**src/pkg/sic_pkg.sv**
```systemverilog
// Shared constants and carriers for the system interrupt controller
package sic_pkg;

  ////////////////////////////////////////////////////////////////////////////
  // Source numbering: seven external levels, then the internal sources
  localparam int SIC_NUM_SRC  = 13;
  localparam int SIC_NUM_EXT  = 7;
  localparam int SIC_NUM_INT  = 6;
  localparam int SIC_IDX_WDOG = 7;
  localparam int SIC_IDX_TMR1 = 8;
  localparam int SIC_IDX_TMR2 = 9;
  localparam int SIC_IDX_TWB  = 10;
  localparam int SIC_IDX_URT1 = 11;
  localparam int SIC_IDX_URT2 = 12;

  // Separate-request mode: pin 0, 1, 2 feed sources at levels 1, 4, 7
  localparam int SIC_SEP_IDX0 = 0;
  localparam int SIC_SEP_IDX1 = 3;
  localparam int SIC_SEP_IDX2 = 6;

  ////////////////////////////////////////////////////////////////////////////
  // Source control register layout: autovector_select, reserved, level, priority
  typedef struct packed {
    logic       autovector_select;
    logic [1:0] rsvd;
    logic [2:0] level;
    logic [1:0] prio;
  } sic_icr_type;

  localparam logic [7:0] SIC_ICR_RST [0:12] = '{
    8'h04, 8'h08, 8'h0c, 8'h10, 8'h14, 8'h18, 8'h1c,
    8'h1c, 8'h80, 8'h80, 8'h80, 8'h00, 8'h00};

  localparam logic [2:0] SIC_WDOG_LEVEL = 3'h7;
  localparam logic [2:0] SIC_LVL_NONE   = 3'h0;
  localparam logic [2:0] SIC_LVL_MAX    = 3'h7;

  ////////////////////////////////////////////////////////////////////////////
  // Vectors and acknowledge bus cycle values
  localparam logic [7:0]  SIC_SPURIOUS_VEC = 8'h18;
  localparam logic [7:0]  SIC_AUTOVEC_BASE = 8'h18;
  localparam logic [1:0]  SIC_TT_ACK       = 2'h3;
  localparam logic [22:0] SIC_ADDR_HI_ACK  = 23'h7fffff;
  localparam logic [1:0]  SIC_ADDR_LO_ACK  = 2'h0;

  // Reset values of the synchroniser chains (pins idle high)
  localparam logic [2:0] SIC_PINS_IDLE = 3'h7;
  localparam logic [7:0] SIC_DATA_RST  = 8'h00;

  ////////////////////////////////////////////////////////////////////////////
  // Carriers
  typedef enum logic [2:0] {
    SIC_ANS_SPURIOUS,
    SIC_ANS_AUTOVEC,
    SIC_ANS_WDOG,
    SIC_ANS_PERIPH,
    SIC_ANS_EXTERNAL
  } sic_answer_type;

  typedef struct packed {
    logic           done;
    sic_answer_type kind;
    logic [7:0]     vector;
    logic [2:0]     level;
  } sic_ack_type;

  typedef struct packed {
    logic [1:0]  tt;
    logic [27:0] addr;
    logic        space_marker;
    logic        start;
  } sic_ext_bus_type;

  typedef enum {
    SIC_ST_IDLE,
    SIC_ST_START,
    SIC_ST_WAIT
  } sic_state_type;

endpackage : sic_pkg

```
**src/hw/sic_top.sv**
```systemverilog
`timescale 1ns/1ps
`default_nettype none

module sic_top
  import sic_pkg::*;
(
  input  wire logic            ref_clk_in,
  input  wire logic            sys_rst_in,
  // Pin function: high selects three separate requests
  input  wire logic            pin_sep_mode_in,
  input  wire logic [2:0]      encoded_level_inputs_n_in,
  input  wire logic [5:0]      int_req_in,
  input  wire logic [12:0]     interrupt_mask_reg_in,
  // Source control register write and read-back
  input  wire logic            icr_wr_in,
  input  wire logic [3:0]      icr_wr_idx_in,
  input  wire logic [7:0]      icr_wr_data_in,
  input  wire logic [3:0]      icr_rd_idx_in,
  input  wire logic [7:0]      watchdog_vector_reg_in,
  input  wire logic [7:0]      uart1_vector_in,
  input  wire logic [7:0]      uart2_vector_in,
  // Acknowledge request from the core
  input  wire logic            ack_req_in,
  input  wire logic [2:0]      ack_level_in,
  // External acknowledge cycle response pins
  input  wire logic            ext_ta_n_in,
  input  wire logic            ext_tea_n_in,
  input  wire logic [7:0]      ext_data_in,
  output logic [7:0]           icr_rd_data_out,
  output logic [12:0]          pending_reg_out,
  output logic [2:0]           irq_level_out,
  output sic_ack_type          ack_out,
  output logic [5:0]           periph_ack_out,
  output sic_ext_bus_type      ext_bus_out
);

  ////////////////////////////////////////////////////////////////////////////
  // Functions

  // Encoded pins are active low: level is seven minus the pin value
  function automatic logic [2:0] lvl_decode(input logic [2:0] pins);
    lvl_decode = SIC_LVL_MAX - pins;
  endfunction : lvl_decode

  // Apply the fixed and forced fields of each source on a write
  function automatic sic_icr_type icr_filter(input logic [3:0] idx,
                                             input logic [7:0] data);
    sic_icr_type r;
    sic_icr_type rst;
    r      = sic_icr_type'(data);
    rst    = sic_icr_type'(SIC_ICR_RST[idx]);
    r.rsvd = '0;
    if (idx < 4'(SIC_NUM_EXT)) begin
      r.level = rst.level;
    end else if (idx == 4'(SIC_IDX_WDOG)) begin
      r.level = SIC_WDOG_LEVEL;
      r.autovector_select  = 1'b0;
    end else if (idx <= 4'(SIC_IDX_TWB)) begin
      r.autovector_select  = 1'b1;
    end
    icr_filter = r;
  endfunction : icr_filter

  ////////////////////////////////////////////////////////////////////////////
  // Input synchronisers
  logic [2:0] pin_s1;
  logic [2:0] pin_s2;
  logic [2:0] pin_s3;
  logic [1:0] resp_s1;
  logic [1:0] resp_s2;
  logic [7:0] data_s1;
  logic [7:0] data_s2;

  // Two flops per pin; third stage only compares successive samples
  always_ff @(posedge ref_clk_in or posedge sys_rst_in) begin
    if (sys_rst_in) begin
      pin_s1  <= SIC_PINS_IDLE;
      pin_s2  <= SIC_PINS_IDLE;
      pin_s3  <= SIC_PINS_IDLE;
      resp_s1 <= 2'h3;
      resp_s2 <= 2'h3;
      data_s1 <= SIC_DATA_RST;
      data_s2 <= SIC_DATA_RST;
    end else begin
      pin_s1  <= encoded_level_inputs_n_in;
      pin_s2  <= pin_s1;
      pin_s3  <= pin_s2;
      resp_s1 <= {ext_tea_n_in, ext_ta_n_in};
      resp_s2 <= resp_s1;
      data_s1 <= ext_data_in;
      data_s2 <= data_s1;
    end
  end

  logic [2:0] lvl_now;
  logic [2:0] lvl_prev;
  logic [2:0] sep_valid;
  logic       ta_seen;
  logic       tea_seen;

  // Separate requests need two low samples in a row
  assign lvl_now   = lvl_decode(pin_s2);
  assign lvl_prev  = lvl_decode(pin_s3);
  assign sep_valid = ~pin_s2 & ~pin_s3;
  assign ta_seen   = ~resp_s2[0];
  assign tea_seen  = ~resp_s2[1];

  ////////////////////////////////////////////////////////////////////////////
  // Source control registers
  sic_icr_type source_control_reg      [0:12];
  sic_icr_type next_icr [0:12];
  logic [7:0]  next_icr_rd;

  // Writes outside the source range are dropped
  always_comb begin
    for (int i = 0; i < SIC_NUM_SRC; i++) begin
      next_icr[i] = source_control_reg[i];
    end
    if (icr_wr_in && (icr_wr_idx_in < 4'(SIC_NUM_SRC))) begin
      next_icr[icr_wr_idx_in] = icr_filter(icr_wr_idx_in, icr_wr_data_in);
    end
    next_icr_rd = 8'h00;
    if (icr_rd_idx_in < 4'(SIC_NUM_SRC)) begin
      next_icr_rd = source_control_reg[icr_rd_idx_in];
    end
  end

  always_ff @(posedge ref_clk_in or posedge sys_rst_in) begin
    if (sys_rst_in) begin
      for (int i = 0; i < SIC_NUM_SRC; i++) begin
        source_control_reg[i] <= sic_icr_type'(SIC_ICR_RST[i]);
      end
      icr_rd_data_out <= 8'h00;
    end else begin
      for (int i = 0; i < SIC_NUM_SRC; i++) begin
        source_control_reg[i] <= next_icr[i];
      end
      icr_rd_data_out <= next_icr_rd;
    end
  end

  ////////////////////////////////////////////////////////////////////////////
  // Pending bits and presented level
  logic [12:0] pend;
  logic [12:0] next_pend;
  logic [2:0]  cur_lvl;
  logic [2:0]  next_cur_lvl;
  logic [2:0]  next_irq_lvl;
  logic        ack_ext;

  always_comb begin
    next_pend    = pend;
    next_cur_lvl = cur_lvl;
    // Internal requests are already in this clock domain
    next_pend[12:7] = int_req_in;
    if (pin_sep_mode_in) begin
      // Pending tracks the filtered pin; the requester holds it
      next_pend[6:0]          = 7'h00;
      next_pend[SIC_SEP_IDX0] = sep_valid[0];
      next_pend[SIC_SEP_IDX1] = sep_valid[1];
      next_pend[SIC_SEP_IDX2] = sep_valid[2];
      next_cur_lvl            = SIC_LVL_NONE;
    end else begin
      if (lvl_now == lvl_prev) begin
        next_cur_lvl = lvl_now;
        // Levels above the one now driven have dropped in priority
        for (int i = 0; i < SIC_NUM_EXT; i++) begin
          if (3'(i + 1) > lvl_now) begin
            next_pend[i] = 1'b0;
          end
        end
      end
      // Completed acknowledge of an external source at a level no longer driven clears it
      if (ack_out.done && ack_ext && (ack_out.level != cur_lvl) &&
          (ack_out.level != SIC_LVL_NONE)) begin
        next_pend[ack_out.level - 3'h1] = 1'b0;
      end
      // Set placed last so a new level wins over any clear
      if ((lvl_now == lvl_prev) && (lvl_now != SIC_LVL_NONE)) begin
        next_pend[lvl_now - 3'h1] = 1'b1;
      end
    end
    // Highest level among unmasked pending sources
    next_irq_lvl = SIC_LVL_NONE;
    for (int i = 0; i < SIC_NUM_SRC; i++) begin
      if (pend[i] && !interrupt_mask_reg_in[i] && (source_control_reg[i].level > next_irq_lvl)) begin
        next_irq_lvl = source_control_reg[i].level;
      end
    end
  end

  always_ff @(posedge ref_clk_in or posedge sys_rst_in) begin
    if (sys_rst_in) begin
      pend          <= 13'h0000;
      cur_lvl       <= SIC_LVL_NONE;
      irq_level_out <= SIC_LVL_NONE;
    end else begin
      pend          <= next_pend;
      cur_lvl       <= next_cur_lvl;
      irq_level_out <= next_irq_lvl;
    end
  end

  assign pending_reg_out = pend;

  ////////////////////////////////////////////////////////////////////////////
  // Acknowledge source selection
  logic       pick_found;
  logic [3:0] pick_idx;
  logic [1:0] pick_prio;

  // Ties cannot happen with unique settings; lowest index wins then
  always_comb begin
    pick_found = 1'b0;
    pick_idx   = 4'h0;
    pick_prio  = 2'h0;
    for (int i = 0; i < SIC_NUM_SRC; i++) begin
      if (pend[i] && !interrupt_mask_reg_in[i] && (source_control_reg[i].level == ack_level_in) &&
          (!pick_found || (source_control_reg[i].prio > pick_prio))) begin
        pick_found = 1'b1;
        pick_idx   = 4'(i);
        pick_prio  = source_control_reg[i].prio;
      end
    end
  end

  ////////////////////////////////////////////////////////////////////////////
  // Acknowledge sequencer
  sic_state_type   state;
  sic_state_type   next_state;
  sic_ack_type     next_ack;
  sic_ext_bus_type next_bus;
  logic [5:0]      next_periph;
  logic            next_ack_ext;
  sic_icr_type     pick_icr;
  logic [7:0]      autovec;

  assign pick_icr = source_control_reg[pick_idx];
  assign autovec  = SIC_AUTOVEC_BASE + {5'h00, ack_level_in};

  always_comb begin
    next_state       = state;
    next_ack         = ack_out;
    next_ack.done    = 1'b0;
    next_bus         = ext_bus_out;
    next_bus.start   = 1'b0;
    next_periph      = 6'h00;
    next_ack_ext     = ack_ext;
    case (state)
      SIC_ST_IDLE: begin
        // Requests while a bus cycle runs are ignored
        if (ack_req_in) begin
          next_ack.level = ack_level_in;
          next_ack_ext   = pick_found && (pick_idx < 4'(SIC_NUM_EXT));
          if (!pick_found) begin
            next_ack.done   = 1'b1;
            next_ack.kind   = SIC_ANS_SPURIOUS;
            next_ack.vector = SIC_SPURIOUS_VEC;
          end else if (pick_idx == 4'(SIC_IDX_WDOG)) begin
            next_ack.done   = 1'b1;
            next_ack.kind   = SIC_ANS_WDOG;
            next_ack.vector = watchdog_vector_reg_in;
            next_periph[0]  = 1'b1;
          end else if (pick_idx > 4'(SIC_IDX_WDOG)) begin
            // Internal acknowledge always runs; vector depends on autovector_select
            next_ack.done = 1'b1;
            next_periph[3'(pick_idx - 4'(SIC_IDX_WDOG))] = 1'b1;
            if (pick_icr.autovector_select) begin
              next_ack.kind   = SIC_ANS_AUTOVEC;
              next_ack.vector = autovec;
            end else begin
              next_ack.kind   = SIC_ANS_PERIPH;
              next_ack.vector = (pick_idx == 4'(SIC_IDX_URT1)) ?
                                uart1_vector_in : uart2_vector_in;
            end
          end else if (pick_icr.autovector_select) begin
            next_ack.done   = 1'b1;
            next_ack.kind   = SIC_ANS_AUTOVEC;
            next_ack.vector = autovec;
          end else begin
            // External cycle: all-ones type, address all-ones above the level and zeros below it
            next_bus.tt           = SIC_TT_ACK;
            next_bus.addr         = {SIC_ADDR_HI_ACK, ack_level_in, SIC_ADDR_LO_ACK};
            next_bus.start        = 1'b1;
            next_bus.space_marker = 1'b1;
            next_state            = SIC_ST_START;
          end
        end
      end
      SIC_ST_START: begin
        // Marker drops together with the start strobe
        next_bus.space_marker = 1'b0;
        next_state            = SIC_ST_WAIT;
      end
      SIC_ST_WAIT: begin
        // Error response maps to spurious; data sampled after two flops
        if (tea_seen || ta_seen) begin
          next_ack.done   = 1'b1;
          next_ack.kind   = tea_seen ? SIC_ANS_SPURIOUS : SIC_ANS_EXTERNAL;
          next_ack.vector = tea_seen ? SIC_SPURIOUS_VEC : data_s2;
          next_bus        = '0;
          next_state      = SIC_ST_IDLE;
        end
      end
      default: begin
        next_bus   = '0;
        next_state = SIC_ST_IDLE;
      end
    endcase
  end

  always_ff @(posedge ref_clk_in or posedge sys_rst_in) begin
    if (sys_rst_in) begin
      state          <= SIC_ST_IDLE;
      ack_out        <= '0;
      ext_bus_out    <= '0;
      periph_ack_out <= 6'h00;
      ack_ext        <= 1'b0;
    end else begin
      state          <= next_state;
      ack_out        <= next_ack;
      ext_bus_out    <= next_bus;
      periph_ack_out <= next_periph;
      ack_ext        <= next_ack_ext;
    end
  end

endmodule : sic_top

`default_nettype wire

```
**config.mk**
```make
export PLATFORM = sky130hd
export DESIGN_NAME = sic_top
export DESIGN_NICKNAME = d
export VERILOG_FILES = /design/src/pkg/sic_pkg.sv /design/src/hw/sic_top.sv
export SDC_FILE = /design/constraint.sdc
export NUM_CORES = 1
export LEC_CHECK = 0
export BUFFER_PORTS_ARGS = -buffer_cell sky130_fd_sc_hd__buf_2
export CAP_MARGIN = 20
export CORE_AREA = 2 2 143 145
export DETAILED_ROUTE_END_ITERATION = 12
export DIE_AREA = 0 0 145 147
export GPL_TIMING_DRIVEN = 0
export PLACE_DENSITY = 0.84
export SETUP_SLACK_MARGIN = 0.3
export SKIP_LAST_GASP = 1
export SYNTH_ARGS = -nofsm -noshare
export SYNTH_HDL_FRONTEND = slang
export SYNTH_SLANG_ARGS = --single-unit
export TNS_END_PERCENT = 30
```
**constraint.sdc**
```tcl
create_clock -name ref_clk_in -period 24.1 [get_ports ref_clk_in]
set_input_delay 2.41 -clock ref_clk_in [delete_from_list [all_inputs] [get_ports ref_clk_in]]
set_output_delay 2.41 -clock ref_clk_in [all_outputs]
set_load 0.05 [all_outputs]
```
==> reports/results.tsv <==
stage	metric	value	unit
floorplan	starting density of the core	0.540	
placed_design	Post-DP Area	11800	sq um
setup_path	flop-to-flop setup slack	4.35	ns
floorplan	core region area	19800	sq um
synth	ys async rst share	1.00	
route	DR WL/cell	18.7	microns
global_routing	GRT Overall Usage	0.278	
sta	Worst-Margin Slew	1.02	ns
clock_tree	Setup Buffers After CTS	0	
sta	Max Fclk	0.0468	GHz
setup_path	crit start category	primary input	
route	First-pass DRT Iterations	5	
clock_tree	clk buf depth	2	
setup_path	Setup Crit Path Kind	in -> reg	
synth	Top FF cell, synth	dfrtp_1	
sta	Period Utilization, post-route	0.887	
sta	Finish-stage setup viols	0	
sta	Hold Fails Final Rpt	0	
clock_tree	CTS sink cnt	162	
global_routing	initial antenna violation count	0	
power_and_ir_drop	VDD IR-drop max	0.0606	mV
cells_and_area	Ant. Diodes	0	
sta	hold slack	0.352	ns
placed_design	pre-CTS WS	2.78	ns
placed_design	dpl hpwl	21.9	mm
synth	Synth cell types	82	
sta	count of final max-slew check failures	0	
sta	Worst slew margin	0.313	
sta	setup TNS	0	ns
route	final wirelength	29.3	mm
synth	Synth top area share	0.306	
clock_tree	Worst-path clk slew	0.07	ns
clock_tree	level count of the clock H-tree	4	
placed_design	Placer Congestion	0.926	
clock_tree	Clk Tree Root Cell	clkbuf_16	
setup_path	critical path peak fanout	10	
placed_design	Port Buffers	143	
cells_and_area	register area	4090	sq um
clock_tree	PostCTS Resize Cnt	0	
power_and_ir_drop	Static Leak	5.82	nW
clock_tree	CTS buffer count	17	
clock_tree	worst skew pair latency	0.45	ns
global_routing	GRT Residual Overflow	0	
global_routing	vias in the first global route	9422	
floorplan	Die H	147	microns
status	status	complete, no violations	
floorplan	I/O pin cnt	157	
synth	main area contributors after synthesis	dfrtp_1, ha_1, dfstp_2	
synth	Syn Area/Cell	9.60	sq um
synth	leading area contributor after synthesis	dfrtp_1	
sta	RSZ-0062 raised after global routing	false	
floorplan	Rows	52	
min_path	worst hold path class	reg -> reg	
cells_and_area	Area Growth Syn to Fin	15.6	%
global_routing	global-route wire length before repair	47.2	mm
sta	clock skew	0.0111	ns
cells_and_area	share of cells above drive strength 1	0.265	
synth	Post-synth EDFFs	0	
synth	Mapped Area	10700	sq um
clock_tree	hold_buf cts	0	
setup_path	required time of the worst setup path	24.44	ns
setup_path	Most common cell on crit path	o21ai_0	
route	via count	9350	
sta	minimum clock period	21.38	ns
route	DRC	0	
synth	cells after synthesis	1116	
power_and_ir_drop	Pwr per Cell Area	90.6	nW/um^2
power_and_ir_drop	total power	1.12	mW
setup_path	CP max-delay cell	clkbuf_1	
run	max-cap viol count	0	
setup_path	CP Capture Type	register	
cells_and_area	Fill cells	1563	
route	vias per inst	5.97	
synth	#FFs+latches synth	162	
cells_and_area	area of the multi-input gates	5910	sq um
floorplan	die width	145	microns
cells_and_area	max reg flops	78	
synth	register area share after synthesis	0.382	
cells_and_area	Design Area, Final	12400	sq um
sta	final setup margin	2.72	ns
setup_path	max incr delay on CP	0.45	ns
synth	Syn. warnings	0	
setup_path	Arr. time, crit path	21.72	ns
route	Initial DRC Count	927	
global_routing	largest net degree at the start of global routing	91	
route	final antenna-violating net count	0	
floorplan	area of the die	21300	sq um
cells_and_area	Final #Nets	1434	
clock_tree	CTS tree	yes	
-- cells in the final DEF (no fill, tap or decap), types with 7 or more instances in the layout --
| master | netlist | routed |
|---|---|---|
| buf_2 | 6 | 150 |
| nand2_1 | 143 | 143 |
| dfrtp_1 | 131 | 131 |
| o21ai_0 | 91 | 91 |
| inv_1 | 91 | 90 |
| ha_1 | 71 | 71 |
| mux2_2 | 53 | 53 |
| nor2_1 | 47 | 47 |
| a21oi_1 | 37 | 37 |
| dfstp_2 | 31 | 31 |
| buf_4 | 28 | 28 |
| xor2_1 | 27 | 27 |
| nand3_1 | 25 | 25 |
| clkbuf_1 | 24 | 24 |
| nand2b_1 | 22 | 22 |
| mux2i_1 | 22 | 22 |
| nor2b_1 | 19 | 19 |
| mux4_2 | 18 | 18 |
| xnor2_1 | 17 | 17 |
| clkbuf_16 | 0 | 17 |
| nor3_1 | 15 | 15 |
| a21o_1 | 14 | 14 |
| a31oi_1 | 14 | 14 |
| and3_1 | 11 | 11 |
| o211ai_1 | 11 | 11 |
| a221oi_1 | 9 | 9 |
| and2_1 | 8 | 8 |
| a311oi_1 | 8 | 8 |
| inv_6 | 0 | 7 |
-- cell usage after synthesis (all sizes together) (3+ instances only) --
| master | count |
|---|---|
| a211oi | 3 |
| mux4 | 18 |
| nor4 | 11 |
| a221o | 4 |
| a311oi | 8 |
| mux2 | 53 |
| o211ai | 11 |
| xnor2 | 17 |
| nand4 | 4 |
| or4 | 8 |
| nand2 | 143 |
| a32oi | 5 |
| o22ai | 3 |
| buf | 40 |
| nand3 | 25 |
| o21a | 5 |
| o221ai | 5 |
| a221oi | 10 |
| a21o | 14 |
| nor2b | 19 |
| dfstp | 31 |
| nand3b | 3 |
| and2 | 11 |
| nand2b | 22 |
| ha | 71 |
| dfrtp | 131 |
| o21ai | 93 |
| a21boi | 5 |
| nor3 | 16 |
| a22oi | 7 |
| a21oi | 40 |
| mux2i | 22 |
| o31ai | 5 |
| and3 | 11 |
| o41ai | 5 |
| inv | 92 |
| clkbuf | 24 |
| xor2 | 28 |
| a31oi | 14 |
| nor2 | 47 |
| o2111ai | 5 |
-- final cells by class --
| type | count | share of cell area |
|---|---|---|
| sequential | 162 | 0.330 |
| clock inverter | 15 | 0.0116 |
| clock buffer | 17 | 0.0343 |
| buffer | 64 | 0.0309 |
| multi-input combinational | 801 | 0.477 |
| timing repair buffer | 145 | 0.0604 |
| inverter | 92 | 0.0283 |
| tap | 270 | 0.0273 |
-- logic make-up after synthesis --
logic type	share of synthesized area
other	0.000350
AND/OR/NAND/NOR	0.152
multiplexers	0.114
flip-flops	0.382
AO/OA/AOI/OAI	0.163
adder cells (fa/ha/maj)	0.0838
XOR/XNOR	0.0375
buffers and inverters	0.0679
-- worst paths after layout --
path,startpoint,endpoint,cells after the start
worst max-delay path,interrupt_mask_reg_in[0],ack_out[6],88
worst min-delay path,data_s1[0],data_s2[0],0
worst max register to register,pending_reg_out[0],ack_out[6],87
worst min register to register,data_s1[0],data_s2[0],0
max in group asynchronous,sys_rst_in,source_control_reg[23],3
min in group asynchronous,sys_rst_in,pending_reg_out[11],2
-- report_power, final --
part	internal, mW	total (mW)	leakage [nW]	switching [mW]
sequential	0.323	0.382	1.98	0.0586
combinational	0.169	0.470	3.56	0.301
clock	0.145	0.270	0.281	0.126
total	0.637	1.12	5.82	0.485
-- layer usage --
| layer | GRT usage | wire [microns] | up-vias |
|---|---|---|---|
| li1 | - | - | 4283 |
| met1 | 0.341 | 11700 | 4558 |
| met2 | 0.476 | 14500 | 411 |
| met3 | 0.0466 | 1930 | 98 |
| met4 | 0.138 | 1220 | 0 |
| met5 | 0 | 0 | - |
-- worst max-delay path: cells and delay by family --
family                   cells  cell delay [ns]
buffers and inverters        5             1.09
multiplexers                 6             2.26
adder cells (fa/ha/maj)     14             3.99
AO/OA/AOI/OAI               40             8.23
AND/OR/NAND/NOR             23             3.74
-- stage by stage --
| step | utilization | cells |
|---|---|---|
| 6_report | 0.624 | 1566 |
| 4_1_cts | 0.624 | 1566 |
| 5_1_grt | 0.624 | 1566 |
| 3_5_place_dp | 0.596 | 1534 |
| 3_3_place_gp | 0.594 | 1532 |
| 2_1_floorplan | - | 1119 |
Power figures use the tool's default switching activity.
